## src/verilog/drx_regs.svh

```systemverilog
// register offsets, field positions and reset values of the serial control bank
// assumes: included by bare name from the package and the design modules
`ifndef DRX_REGS_SVH
`define DRX_REGS_SVH
`define DRX_WORD_W      32
`define DRX_NREGS       16
`define DRX_SEL_W       4
`define DRX_SEL_HI      3
`define DRX_SEL_LO      0
`define DRX_IDX_GSRC    4'h7
`define DRX_IDX_MIX     4'hD
`define DRX_IDX_AMP     4'hE
`define DRX_GSRC_BIT    22
`define DRX_CIN_HI      12
`define DRX_CIN_LO      10
`define DRX_COUT_HI     9
`define DRX_COUT_LO     7
`define DRX_LOB_HI      26
`define DRX_LOB_LO      25
`define DRX_VIB_HI      24
`define DRX_VIB_LO      22
`define DRX_MIXA_BIT    5
`define DRX_MIXB_BIT    4
`define DRX_GA_HI       17
`define DRX_GA_LO       12
`define DRX_GB_HI       11
`define DRX_GB_LO       6
`define DRX_PDA_BIT     5
`define DRX_PDB_BIT     4
`define DRX_GAIN_W      6
`define DRX_REG_RST     32'h0000_0000
`define DRX_GAIN_RST    6'h00
`endif

```

## src/verilog/drx_pkg.sv

```systemverilog
// types shared by the serial control bank
// assumes: drx_regs.svh on the include path
`include "drx_regs.svh"
package drx_pkg;
  typedef logic [`DRX_WORD_W-1:0] drx_word_t;
  typedef logic [`DRX_GAIN_W-1:0] drx_gain_t;
  // serial link pins
  typedef struct packed {
    logic sclk;
    logic sdata;
    logic load_strobe;
  } drx_link_t;
  // analog control outputs
  typedef struct packed {
    logic [2:0] balun_in_cut;
    logic [2:0] balun_out_cut;
    logic [1:0] mix_lo_bias;
    logic [2:0] mix_vi_bias;
    logic       mix_a_en;
    logic       mix_b_en;
    logic       amp_a_pd;
    logic       amp_b_pd;
    logic       gain_src_par;
  } drx_ctrl_t;
endpackage

```

## src/verilog/drx_ctrl_bank.sv

```systemverilog
// Functional notes
// - shift data msb first on clock rise
// - keep only the latest 32 bits
// - strobe rise copies word to one register
// - low four bits select the destination
// - select decoded as unsigned index 0..15
// - balun cutoffs from register 13 fields
// - mixer lo bias from register 13
// - mixer v-to-i bias from register 13
// - register 13 bits enable each mixer
// - register 7 bit 22 picks gain source
// - serial gain codes from register 14
// - parallel pins give gain when selected
// - register 14 bits power down amplifiers
// - gain code is 0.5 dB steps downward
// - gain applies while latch high or rising
//
// top of the serial control bank of a dual receive downconverter
// assumes: all link and gain pins are asynchronous to sys_clk; serial clock
// far slower than sys_clk (125 ns in the bench)
`timescale 1ns/1ns
`include "drx_regs.svh"
module drx_ctrl_bank (
  // clock and reset
  input  wire logic                sys_clk,
  input  wire logic                rst_n,
  // serial link
  input  wire drx_pkg::drx_link_t  link_in,
  // parallel gain pins and latches
  input  wire drx_pkg::drx_gain_t  par_gain_a,
  input  wire drx_pkg::drx_gain_t  par_gain_b,
  input  wire logic                gain_latch_a,
  input  wire logic                gain_latch_b,
  // controls to analog
  output drx_pkg::drx_ctrl_t       ctrl_out,
  output drx_pkg::drx_gain_t       gain_a,
  output drx_pkg::drx_gain_t       gain_b,
  // shadow of the bank word that the current select names
  output drx_pkg::drx_word_t       last_word
);
  import drx_pkg::*;

  typedef struct packed {
    drx_link_t  l1;
    drx_link_t  l2;
    logic       sclk_prev;
    logic       strobe_prev;
    drx_gain_t  pa1;
    drx_gain_t  pa2;
    drx_gain_t  pb1;
    drx_gain_t  pb2;
    logic [1:0] la_s;
    logic [1:0] lb_s;
    drx_word_t  shift;
    drx_word_t  r_gsrc;
    drx_word_t  r_mix;
    drx_word_t  r_amp;
    drx_ctrl_t  ctrl;
    drx_gain_t  ga;
    drx_gain_t  gb;
  } drx_state_t;

  drx_state_t s_q, s_d;
  logic                  sclk_rise;
  logic                  strobe_rise;
  logic [`DRX_SEL_W-1:0] sel;
  drx_gain_t             src_a;
  drx_gain_t             src_b;
  logic                  rf_wr;

  // edges are found on the second synchroniser stage only
  assign sclk_rise   = s_q.l2.sclk & ~s_q.sclk_prev;
  assign strobe_rise = s_q.l2.load_strobe & ~s_q.strobe_prev;
  assign sel         = s_q.shift[`DRX_SEL_HI:`DRX_SEL_LO];
  assign rf_wr       = strobe_rise;

  // gain source mux; a pin change only matters once a latch lets it through
  assign src_a = s_q.r_gsrc[`DRX_GSRC_BIT] ? s_q.pa2 : s_q.r_amp[`DRX_GA_HI:`DRX_GA_LO];
  assign src_b = s_q.r_gsrc[`DRX_GSRC_BIT] ? s_q.pb2 : s_q.r_amp[`DRX_GB_HI:`DRX_GB_LO];

  always_comb begin
    s_d = s_q;
    // two-flop synchronisers for every pin
    s_d.l1          = link_in;
    s_d.l2          = s_q.l1;
    s_d.sclk_prev   = s_q.l2.sclk;
    s_d.strobe_prev = s_q.l2.load_strobe;
    s_d.pa1         = par_gain_a;
    s_d.pa2         = s_q.pa1;
    s_d.pb1         = par_gain_b;
    s_d.pb2         = s_q.pb1;
    s_d.la_s        = {s_q.la_s[0], gain_latch_a};
    s_d.lb_s        = {s_q.lb_s[0], gain_latch_b};
    // shifting continues regardless of strobe; old bits fall off the top
    if (sclk_rise) begin
      s_d.shift = {s_q.shift[`DRX_WORD_W-2:0], s_q.l2.sdata};
    end
    // local copies of the three registers that steer logic
    if (strobe_rise) begin
      unique case (sel)
        `DRX_IDX_GSRC: s_d.r_gsrc = s_q.shift;
        `DRX_IDX_MIX:  s_d.r_mix  = s_q.shift;
        `DRX_IDX_AMP:  s_d.r_amp  = s_q.shift;
        default:       s_d.r_gsrc = s_q.r_gsrc;
      endcase
    end
    // decode control fields
    s_d.ctrl.balun_in_cut  = s_q.r_mix[`DRX_CIN_HI:`DRX_CIN_LO];
    s_d.ctrl.balun_out_cut = s_q.r_mix[`DRX_COUT_HI:`DRX_COUT_LO];
    s_d.ctrl.mix_lo_bias   = s_q.r_mix[`DRX_LOB_HI:`DRX_LOB_LO];
    s_d.ctrl.mix_vi_bias   = s_q.r_mix[`DRX_VIB_HI:`DRX_VIB_LO];
    s_d.ctrl.mix_a_en      = s_q.r_mix[`DRX_MIXA_BIT];
    s_d.ctrl.mix_b_en      = s_q.r_mix[`DRX_MIXB_BIT];
    s_d.ctrl.amp_a_pd      = s_q.r_amp[`DRX_PDA_BIT];
    s_d.ctrl.amp_b_pd      = s_q.r_amp[`DRX_PDB_BIT];
    s_d.ctrl.gain_src_par  = s_q.r_gsrc[`DRX_GSRC_BIT];
    // gain codes pass through while latch high, else hold; code maps 0.5 dB/step
    // no else branch: a low latch keeps the applied code whatever the source does
    if (s_q.la_s[1]) begin
      s_d.ga = src_a;
    end
    if (s_q.lb_s[1]) begin
      s_d.gb = src_b;
    end
  end

  always_ff @(posedge sys_clk or negedge rst_n) begin
    if (!rst_n) begin
      s_q <= '0;
    end else begin
      s_q <= s_d;
    end
  end

  // full bank of sixteen words; readback of the entry that the current select names
  drx_regfile #(
    .NREGS (`DRX_NREGS)
  ) u_rf (
    .sys_clk (sys_clk),
    .rst_n   (rst_n),
    .wr_en   (rf_wr),
    .wr_idx  (sel),
    .wr_data (s_q.shift),
    .rd_idx  (sel),
    .rd_data (last_word)
  );

  assign ctrl_out = s_q.ctrl;
  assign gain_a   = s_q.ga;
  assign gain_b   = s_q.gb;

  // shift register takes the sampled bit on every synchronised clock rise
  a_shift_msb_first: assert property (
    @(posedge sys_clk) disable iff (!rst_n)
    sclk_rise |=> s_q.shift[0] == $past(s_q.l2.sdata))
    else $error("shift lsb wrong");
  a_shift_keeps_old: assert property (
    @(posedge sys_clk) disable iff (!rst_n)
    sclk_rise |=> s_q.shift[`DRX_WORD_W-1:1] == $past(s_q.shift[`DRX_WORD_W-2:0]))
    else $error("shift history wrong");
  a_shift_idle_hold: assert property (
    @(posedge sys_clk) disable iff (!rst_n)
    !sclk_rise |=> $stable(s_q.shift))
    else $error("shift moved without clock");
  // a strobe rise copies the word into the one register that its select names
  a_load_gsrc_reg: assert property (
    @(posedge sys_clk) disable iff (!rst_n)
    strobe_rise && sel == `DRX_IDX_GSRC |=> s_q.r_gsrc == $past(s_q.shift))
    else $error("reg7 not loaded");
  a_load_mix_reg: assert property (
    @(posedge sys_clk) disable iff (!rst_n)
    strobe_rise && sel == `DRX_IDX_MIX |=> s_q.r_mix == $past(s_q.shift))
    else $error("reg13 not loaded");
  a_load_amp_reg: assert property (
    @(posedge sys_clk) disable iff (!rst_n)
    strobe_rise && sel == `DRX_IDX_AMP |=> s_q.r_amp == $past(s_q.shift))
    else $error("reg14 not loaded");
  a_load_only_one: assert property (
    @(posedge sys_clk) disable iff (!rst_n)
    strobe_rise && sel != `DRX_IDX_AMP |=> $stable(s_q.r_amp))
    else $error("reg14 loaded wrongly");
  a_load_mix_only: assert property (
    @(posedge sys_clk) disable iff (!rst_n)
    !(strobe_rise && sel == `DRX_IDX_MIX) |=> $stable(s_q.r_mix))
    else $error("reg13 loaded wrongly");
  a_load_gsrc_only: assert property (
    @(posedge sys_clk) disable iff (!rst_n)
    !(strobe_rise && sel == `DRX_IDX_GSRC) |=> $stable(s_q.r_gsrc))
    else $error("reg7 loaded wrongly");
  // every analog control is the registered copy of its field, one cycle on
  a_balun_cutoffs: assert property (
    @(posedge sys_clk) disable iff (!rst_n)
    1'b1 |=> ctrl_out.balun_in_cut == $past(s_q.r_mix[`DRX_CIN_HI:`DRX_CIN_LO]) &&
             ctrl_out.balun_out_cut == $past(s_q.r_mix[`DRX_COUT_HI:`DRX_COUT_LO]))
    else $error("balun cutoff fields");
  a_mixer_lo_bias: assert property (
    @(posedge sys_clk) disable iff (!rst_n)
    1'b1 |=> ctrl_out.mix_lo_bias == $past(s_q.r_mix[`DRX_LOB_HI:`DRX_LOB_LO]))
    else $error("mixer lo bias");
  a_mixer_vi_bias: assert property (
    @(posedge sys_clk) disable iff (!rst_n)
    1'b1 |=> ctrl_out.mix_vi_bias == $past(s_q.r_mix[`DRX_VIB_HI:`DRX_VIB_LO]))
    else $error("mixer v to i bias");
  a_mixer_enable: assert property (
    @(posedge sys_clk) disable iff (!rst_n)
    1'b1 |=> ctrl_out.mix_a_en == $past(s_q.r_mix[`DRX_MIXA_BIT]))
    else $error("mixer a enable");
  a_mixer_b_enable: assert property (
    @(posedge sys_clk) disable iff (!rst_n)
    1'b1 |=> ctrl_out.mix_b_en == $past(s_q.r_mix[`DRX_MIXB_BIT]))
    else $error("mixer b enable");
  a_amp_powerdown: assert property (
    @(posedge sys_clk) disable iff (!rst_n)
    1'b1 |=> ctrl_out.amp_b_pd == $past(s_q.r_amp[`DRX_PDB_BIT]))
    else $error("amp b power down");
  a_amp_a_powerdown: assert property (
    @(posedge sys_clk) disable iff (!rst_n)
    1'b1 |=> ctrl_out.amp_a_pd == $past(s_q.r_amp[`DRX_PDA_BIT]))
    else $error("amp a power down");
  a_gain_source: assert property (
    @(posedge sys_clk) disable iff (!rst_n)
    1'b1 |=> ctrl_out.gain_src_par == $past(s_q.r_gsrc[`DRX_GSRC_BIT]))
    else $error("gain source select");
  // gain outputs follow their source while latched and freeze otherwise
  a_gain_hold_low: assert property (
    @(posedge sys_clk) disable iff (!rst_n)
    !s_q.lb_s[1] |=> $stable(gain_b))
    else $error("gain b changed with latch low");
  a_gain_a_hold: assert property (
    @(posedge sys_clk) disable iff (!rst_n)
    !s_q.la_s[1] |=> $stable(gain_a))
    else $error("gain a changed with latch low");
  a_gain_par_path: assert property (
    @(posedge sys_clk) disable iff (!rst_n)
    s_q.lb_s[1] && s_q.r_gsrc[`DRX_GSRC_BIT] |=> gain_b == $past(s_q.pb2))
    else $error("parallel gain b");
  a_gain_a_par: assert property (
    @(posedge sys_clk) disable iff (!rst_n)
    s_q.la_s[1] && s_q.r_gsrc[`DRX_GSRC_BIT] |=> gain_a == $past(s_q.pa2))
    else $error("parallel gain a");
  a_gain_ser_path: assert property (
    @(posedge sys_clk) disable iff (!rst_n)
    s_q.lb_s[1] && !s_q.r_gsrc[`DRX_GSRC_BIT] |=> gain_b == $past(s_q.r_amp[`DRX_GB_HI:`DRX_GB_LO]))
    else $error("serial gain b");
  a_gain_a_ser: assert property (
    @(posedge sys_clk) disable iff (!rst_n)
    s_q.la_s[1] && !s_q.r_gsrc[`DRX_GSRC_BIT] |=> gain_a == $past(s_q.r_amp[`DRX_GA_HI:`DRX_GA_LO]))
    else $error("serial gain a");
endmodule

```

## src/verilog/drx_regfile.sv

```systemverilog
// sixteen-word register file written from the serial shift register
// assumes: one write port on sys_clk, registered read data
`timescale 1ns/1ns
`include "drx_regs.svh"
module drx_regfile #(
  parameter int NREGS = `DRX_NREGS
) (
  // clock and reset
  input  wire logic                   sys_clk,
  input  wire logic                   rst_n,
  // write port
  input  wire logic                   wr_en,
  input  wire logic [`DRX_SEL_W-1:0]  wr_idx,
  input  wire drx_pkg::drx_word_t     wr_data,
  // read port
  input  wire logic [`DRX_SEL_W-1:0]  rd_idx,
  output drx_pkg::drx_word_t          rd_data
);
  import drx_pkg::*;
  typedef struct packed {
    drx_word_t [NREGS-1:0] mem;
    drx_word_t             rd;
  } drx_rf_state_t;
  drx_rf_state_t s_q, s_d;

  // exactly one word changes per load; read data registered
  always_comb begin
    s_d = s_q;
    if (wr_en) begin
      s_d.mem[wr_idx] = wr_data;
    end
    s_d.rd = s_q.mem[rd_idx];
  end

  always_ff @(posedge sys_clk or negedge rst_n) begin
    if (!rst_n) begin
      s_q <= '0;
    end else begin
      s_q <= s_d;
    end
  end

  assign rd_data = s_q.rd;
endmodule

```

## config.mk

```make
export PLATFORM = sky130hd
export DESIGN_NAME = drx_ctrl_bank
export DESIGN_NICKNAME = d
export VERILOG_FILES = /design/src/verilog/drx_pkg.sv /design/src/verilog/drx_ctrl_bank.sv /design/src/verilog/drx_regfile.sv
export VERILOG_INCLUDE_DIRS = /design/src /design/src/verilog
export SDC_FILE = /design/constraint.sdc
export NUM_CORES = 1
export LEC_CHECK = 0
export ABC_AREA = 1
export BUFFER_PORTS_ARGS = -buffer_cell sky130_fd_sc_hd__buf_2
export CAP_MARGIN = 20
export CORE_ASPECT_RATIO = 1.1
export CORE_UTILIZATION = 62
export CTS_CLUSTER_SIZE = 20
export DETAILED_ROUTE_END_ITERATION = 10
export GPL_TIMING_DRIVEN = 0
export MAX_ROUTING_LAYER = met4
export PLACE_DENSITY = 0.79
export SETUP_SLACK_MARGIN = 0.4
export SYNTH_ARGS = -nofsm -noshare
export SYNTH_HDL_FRONTEND = slang
export SYNTH_SLANG_ARGS = --single-unit
```

## constraint.sdc

```tcl
create_clock -name sys_clk -period 2.27 [get_ports sys_clk]
set_clock_uncertainty 0.15 [all_clocks]
set_input_delay 0 -clock sys_clk [delete_from_list [all_inputs] [get_ports sys_clk]]
set_output_delay 0 -clock sys_clk [all_outputs]
set_load 0.01 [all_outputs]
```

==> results.md <==
* Crit-path most repeated cell: nand2_1
* CP peak stage delay at between 300 and 400 ps
* HPWL Detailed at 54.3 mm
* Status: finished with violations
* # rows at 81
* Critical Path AT at 2270 ps
* H-tree depth at 2
* Width of the chip at about 200 um
* Port bufs at 78
* Vias post-DR at 23800
* Synth area leaders: dfrtp_1 (57%), nand2_1 (26%), o21ai_0 (8.4%)
* Gr usage total at 35.9%
* Fraction of layout cells with a size suffix above 1 at roughly an eighth
* Critical path peak fanout at 10
* Worst setup EP type: flop
* Max-Cap Viols at 0
* Post-synth EDFFs at 0
* Critical-path cell with the highest stage delay: dfrtp_1
* Hold_buf cts at 34
* Net Count, Synth at 3588
* Synthesized instance count at roughly 3600
* Switch Pwr at 7500 uW
* Design Power at 27500 uW
* Core Area at 0.0445 mm^2
* Clk_lat worst skew at 630 ps
* Leakage power at approximately 0.017 uW
* Crit path time final at 1870 ps
* CTS tree: built
* Power per cell area at between 800 and 900 mW/mm^2
* Synth cell types at 18
* Routed WL per cell at 17.7 um
* Final #Nets at 3786
* Root Buffer: clkbuf_16
* Failing checks: negative hold slack
* Clock slew seen by the registers of the worst setup and hold paths at approximately 70 ps
* GRT Residual Overflow at 0
* Max transition margin at 56.9%
* Hold_ws at -791 ps
* Die area at 0.0460 mm^2
* Count of final hold-check violations at 407
* WS Path Type: flop to flop
* Area share of the largest cell type after synthesis at 57.2%
* Pins Over Slew Limit at 0
* Initial Utilization at between 60 and 70%
* First-pass GRT wire length at 123 mm
* HP Class: input port to async pin
* F_max at about 540 MHz
* Setup violators final at 0
* Setup TNS at 0 ps
* Seq/Total Area, Yosys at 57.2%
* Via count of the first global-routing pass at 23500
* Crit path cell chain: buf_6 -> inv_8 -> buf_12 -> buf_6 -> nand2_1 -> nand2_1 -> nand2_1 -> nand2_1 -> nand2_1 -> nand2_1 -> inv_1 -> nand2_2
* Main flop type after synthesis: dfrtp_1
* Gpl congestion at 0.921
* Maximum vdd drop at roughly 900 uV
* Tcrit/Tclk final at 82.2%
* Seq cells post-synth at 640
* Combinational group share of total power at between 10 and 15%
* Top-count cell post-synth: nand2_1
* DRC viols at 0
* Syn Area/Cell at 7.84 um^2
* Synth Cell Area at 0.0280 mm^2
* WP data required at 2680 ps
* Pre-CTS setup slack at -345 ps
* Pre-antenna DRT Iters at 5
* Clk buf depth at 3
* Cts bufs inserted at 61
* P_int at 20000 uW
* Initial antenna violation count at 0
* Clock share of power at roughly two fifths
* Detailed Route WL at 77.9 mm
* Via/cell ratio at roughly 5.4
* Top cells by count, synth: nand2_1 (1947), dfrtp_1 (640), o21ai_0 (469)
* Reg2reg setup slack at 400 ps
* Sw frac at 27.3%
* Unrepaired setup endpoints after global routing: true
* CP Launch Type: flop
* N_diodes at 0
* Yosys warns at 0
* Die Y-Extent at 225 um
* Largest net degree at the start of global routing at 126
* Drt initial violations at 2148
* Async set-reset flop share out of synthesis at 100%
* Worst-Margin Slew at 647 ps
* Min setup slack post-route at 405 ps
* CTS sink count at 640
* Yosys top cell by area: dfrtp_1
* Seq pwr share at between 40% and 50%
* Area Overhead vs Synth at 17.0%
* Post-DRT Antenna Nets at 0
* I/O pin count at just under 80
worst paths after layout:
kind | startpoint | endpoint | depth (start not counted)
min in group sys_clk | s_d[187] | s_q[187] | 0
worst min register to register | s_d[187] | s_q[187] | 0
worst max register to register | s_q[124] | u_rf.rd_data[22] | 12
worst max-delay path | s_q[124] | u_rf.rd_data[22] | 12
max in group asynchronous | rst_n | ctrl_out[11] | 4
worst min-delay path | rst_n | u_rf.s_q[113] | 1
through the flow:
stage | util (%) | cells | cell area [um^2]
CTS | 72.8 | 4394 | 32400
detailed placement | 65.7 | 4233 | 29200
floorplan | - | 3569 | 28000
finish | 73.6 | 4398 | 32700
global route | 73.6 | 4398 | 32700
global placement | 65.4 | 4228 | 29100
critical path: cells and delay by family (launching register included):
kind	cells	cell delay, ps
buf+inv	5	650
flops	1	370
simple gates	7	600
layout make-up:
cell class                      instances  area [um^2]
Buffer                                292         2050
Clock buffer                           76         1700
Clock inverter                         37          489
Fill cell                            3392        11700
Inverter                              160          612
Multi-Input combinational cell       2477        10100
Sequential cell                       640        16000
Tap cell                              581          727
Timing Repair Buffer                  135         1080
placed cells by master (no fill, tap or decap):
cell | Yosys | layout
a21boi_0 | 1 | 1
o21ai_0 | 469 | 444
bufinv_16 | 0 | 11
clkinv_2 | 0 | 17
clkinv_4 | 0 | 3
dfrtp_2 | 0 | 2
dfrtp_1 | 640 | 638
inv_1 | 156 | 154
a31oi_1 | 12 | 12
inv_4 | 0 | 1
nand3_1 | 1 | 1
or2_2 | 9 | 9
clkbuf_1 | 162 | 53
inv_2 | 3 | 3
clkbuf_4 | 0 | 28
buf_2 | 57 | 101
o21ai_1 | 10 | 34
clkbuf_2 | 0 | 46
buf_12 | 0 | 7
dlygate4sd3_1 | 0 | 34
buf_6 | 0 | 31
clkbuf_16 | 0 | 62
inv_8 | 0 | 1
o21ai_2 | 0 | 1
buf_4 | 60 | 113
clkinvlp_4 | 0 | 7
a21oi_1 | 1 | 1
nand2_4 | 0 | 1
clkbuf_8 | 0 | 16
nor2_1 | 25 | 20
nand2_1 | 1947 | 1928
nand2_2 | 0 | 18
buf_8 | 0 | 7
buf_16 | 0 | 5
nor2_4 | 2 | 7
kinds of logic (layout without fill, tap and decap cells):
logic type | count (synthesis) | count (layout) | share of synthesized area (%)
and+or+nand+nor | 1984 | 1984 | 26.8
DFF | 640 | 640 | 57.2
AOI/OAI and AO/OA | 493 | 493 | 8.88
buffers and inverters | 452 | 700 | 7.12
power by group through the flow:
stage                     clock network, uW  logic [uW]  registers (uW)
after floorplan                           0        2050           12600
after global routing                  11500        4270           12700
after CTS                             11100        3730           12600
final                                 11000        3920           12600
after detailed placement                  0        3380           12700
after global placement                    0        3270           12700
state kept, by name (all words and copies together) (netlist names):
| name | flops |
|---|---|
| gain_b | 6 |
| u_rf.s_q | 487 |
| ctrl_out | 16 |
| u_rf.rd_data | 32 |
| s_q | 60 |
| s_d | 33 |
| gain_a | 6 |
what timing repair did:
item,CTS,global route
endpoints found under the hold margin,424,407
gates resized for setup,232,216
buffers inserted,14,3
pin swaps,6,5
gates cloned,0,1
setup endpoints to repair,545,518
layer usage:
layer / vias to the layer above / GRT usage (%) / share of wire, %
li1: 11300 / - / -
met3: 242 / 5.19 / 7.4
met2: 999 / 57.9 / 49
met1: 11200 / 44.4 / 39
met4: 0 / 18.0 / 4.8
met5: - / - / 0
Note: power is estimated with default switching activity, not from simulation.
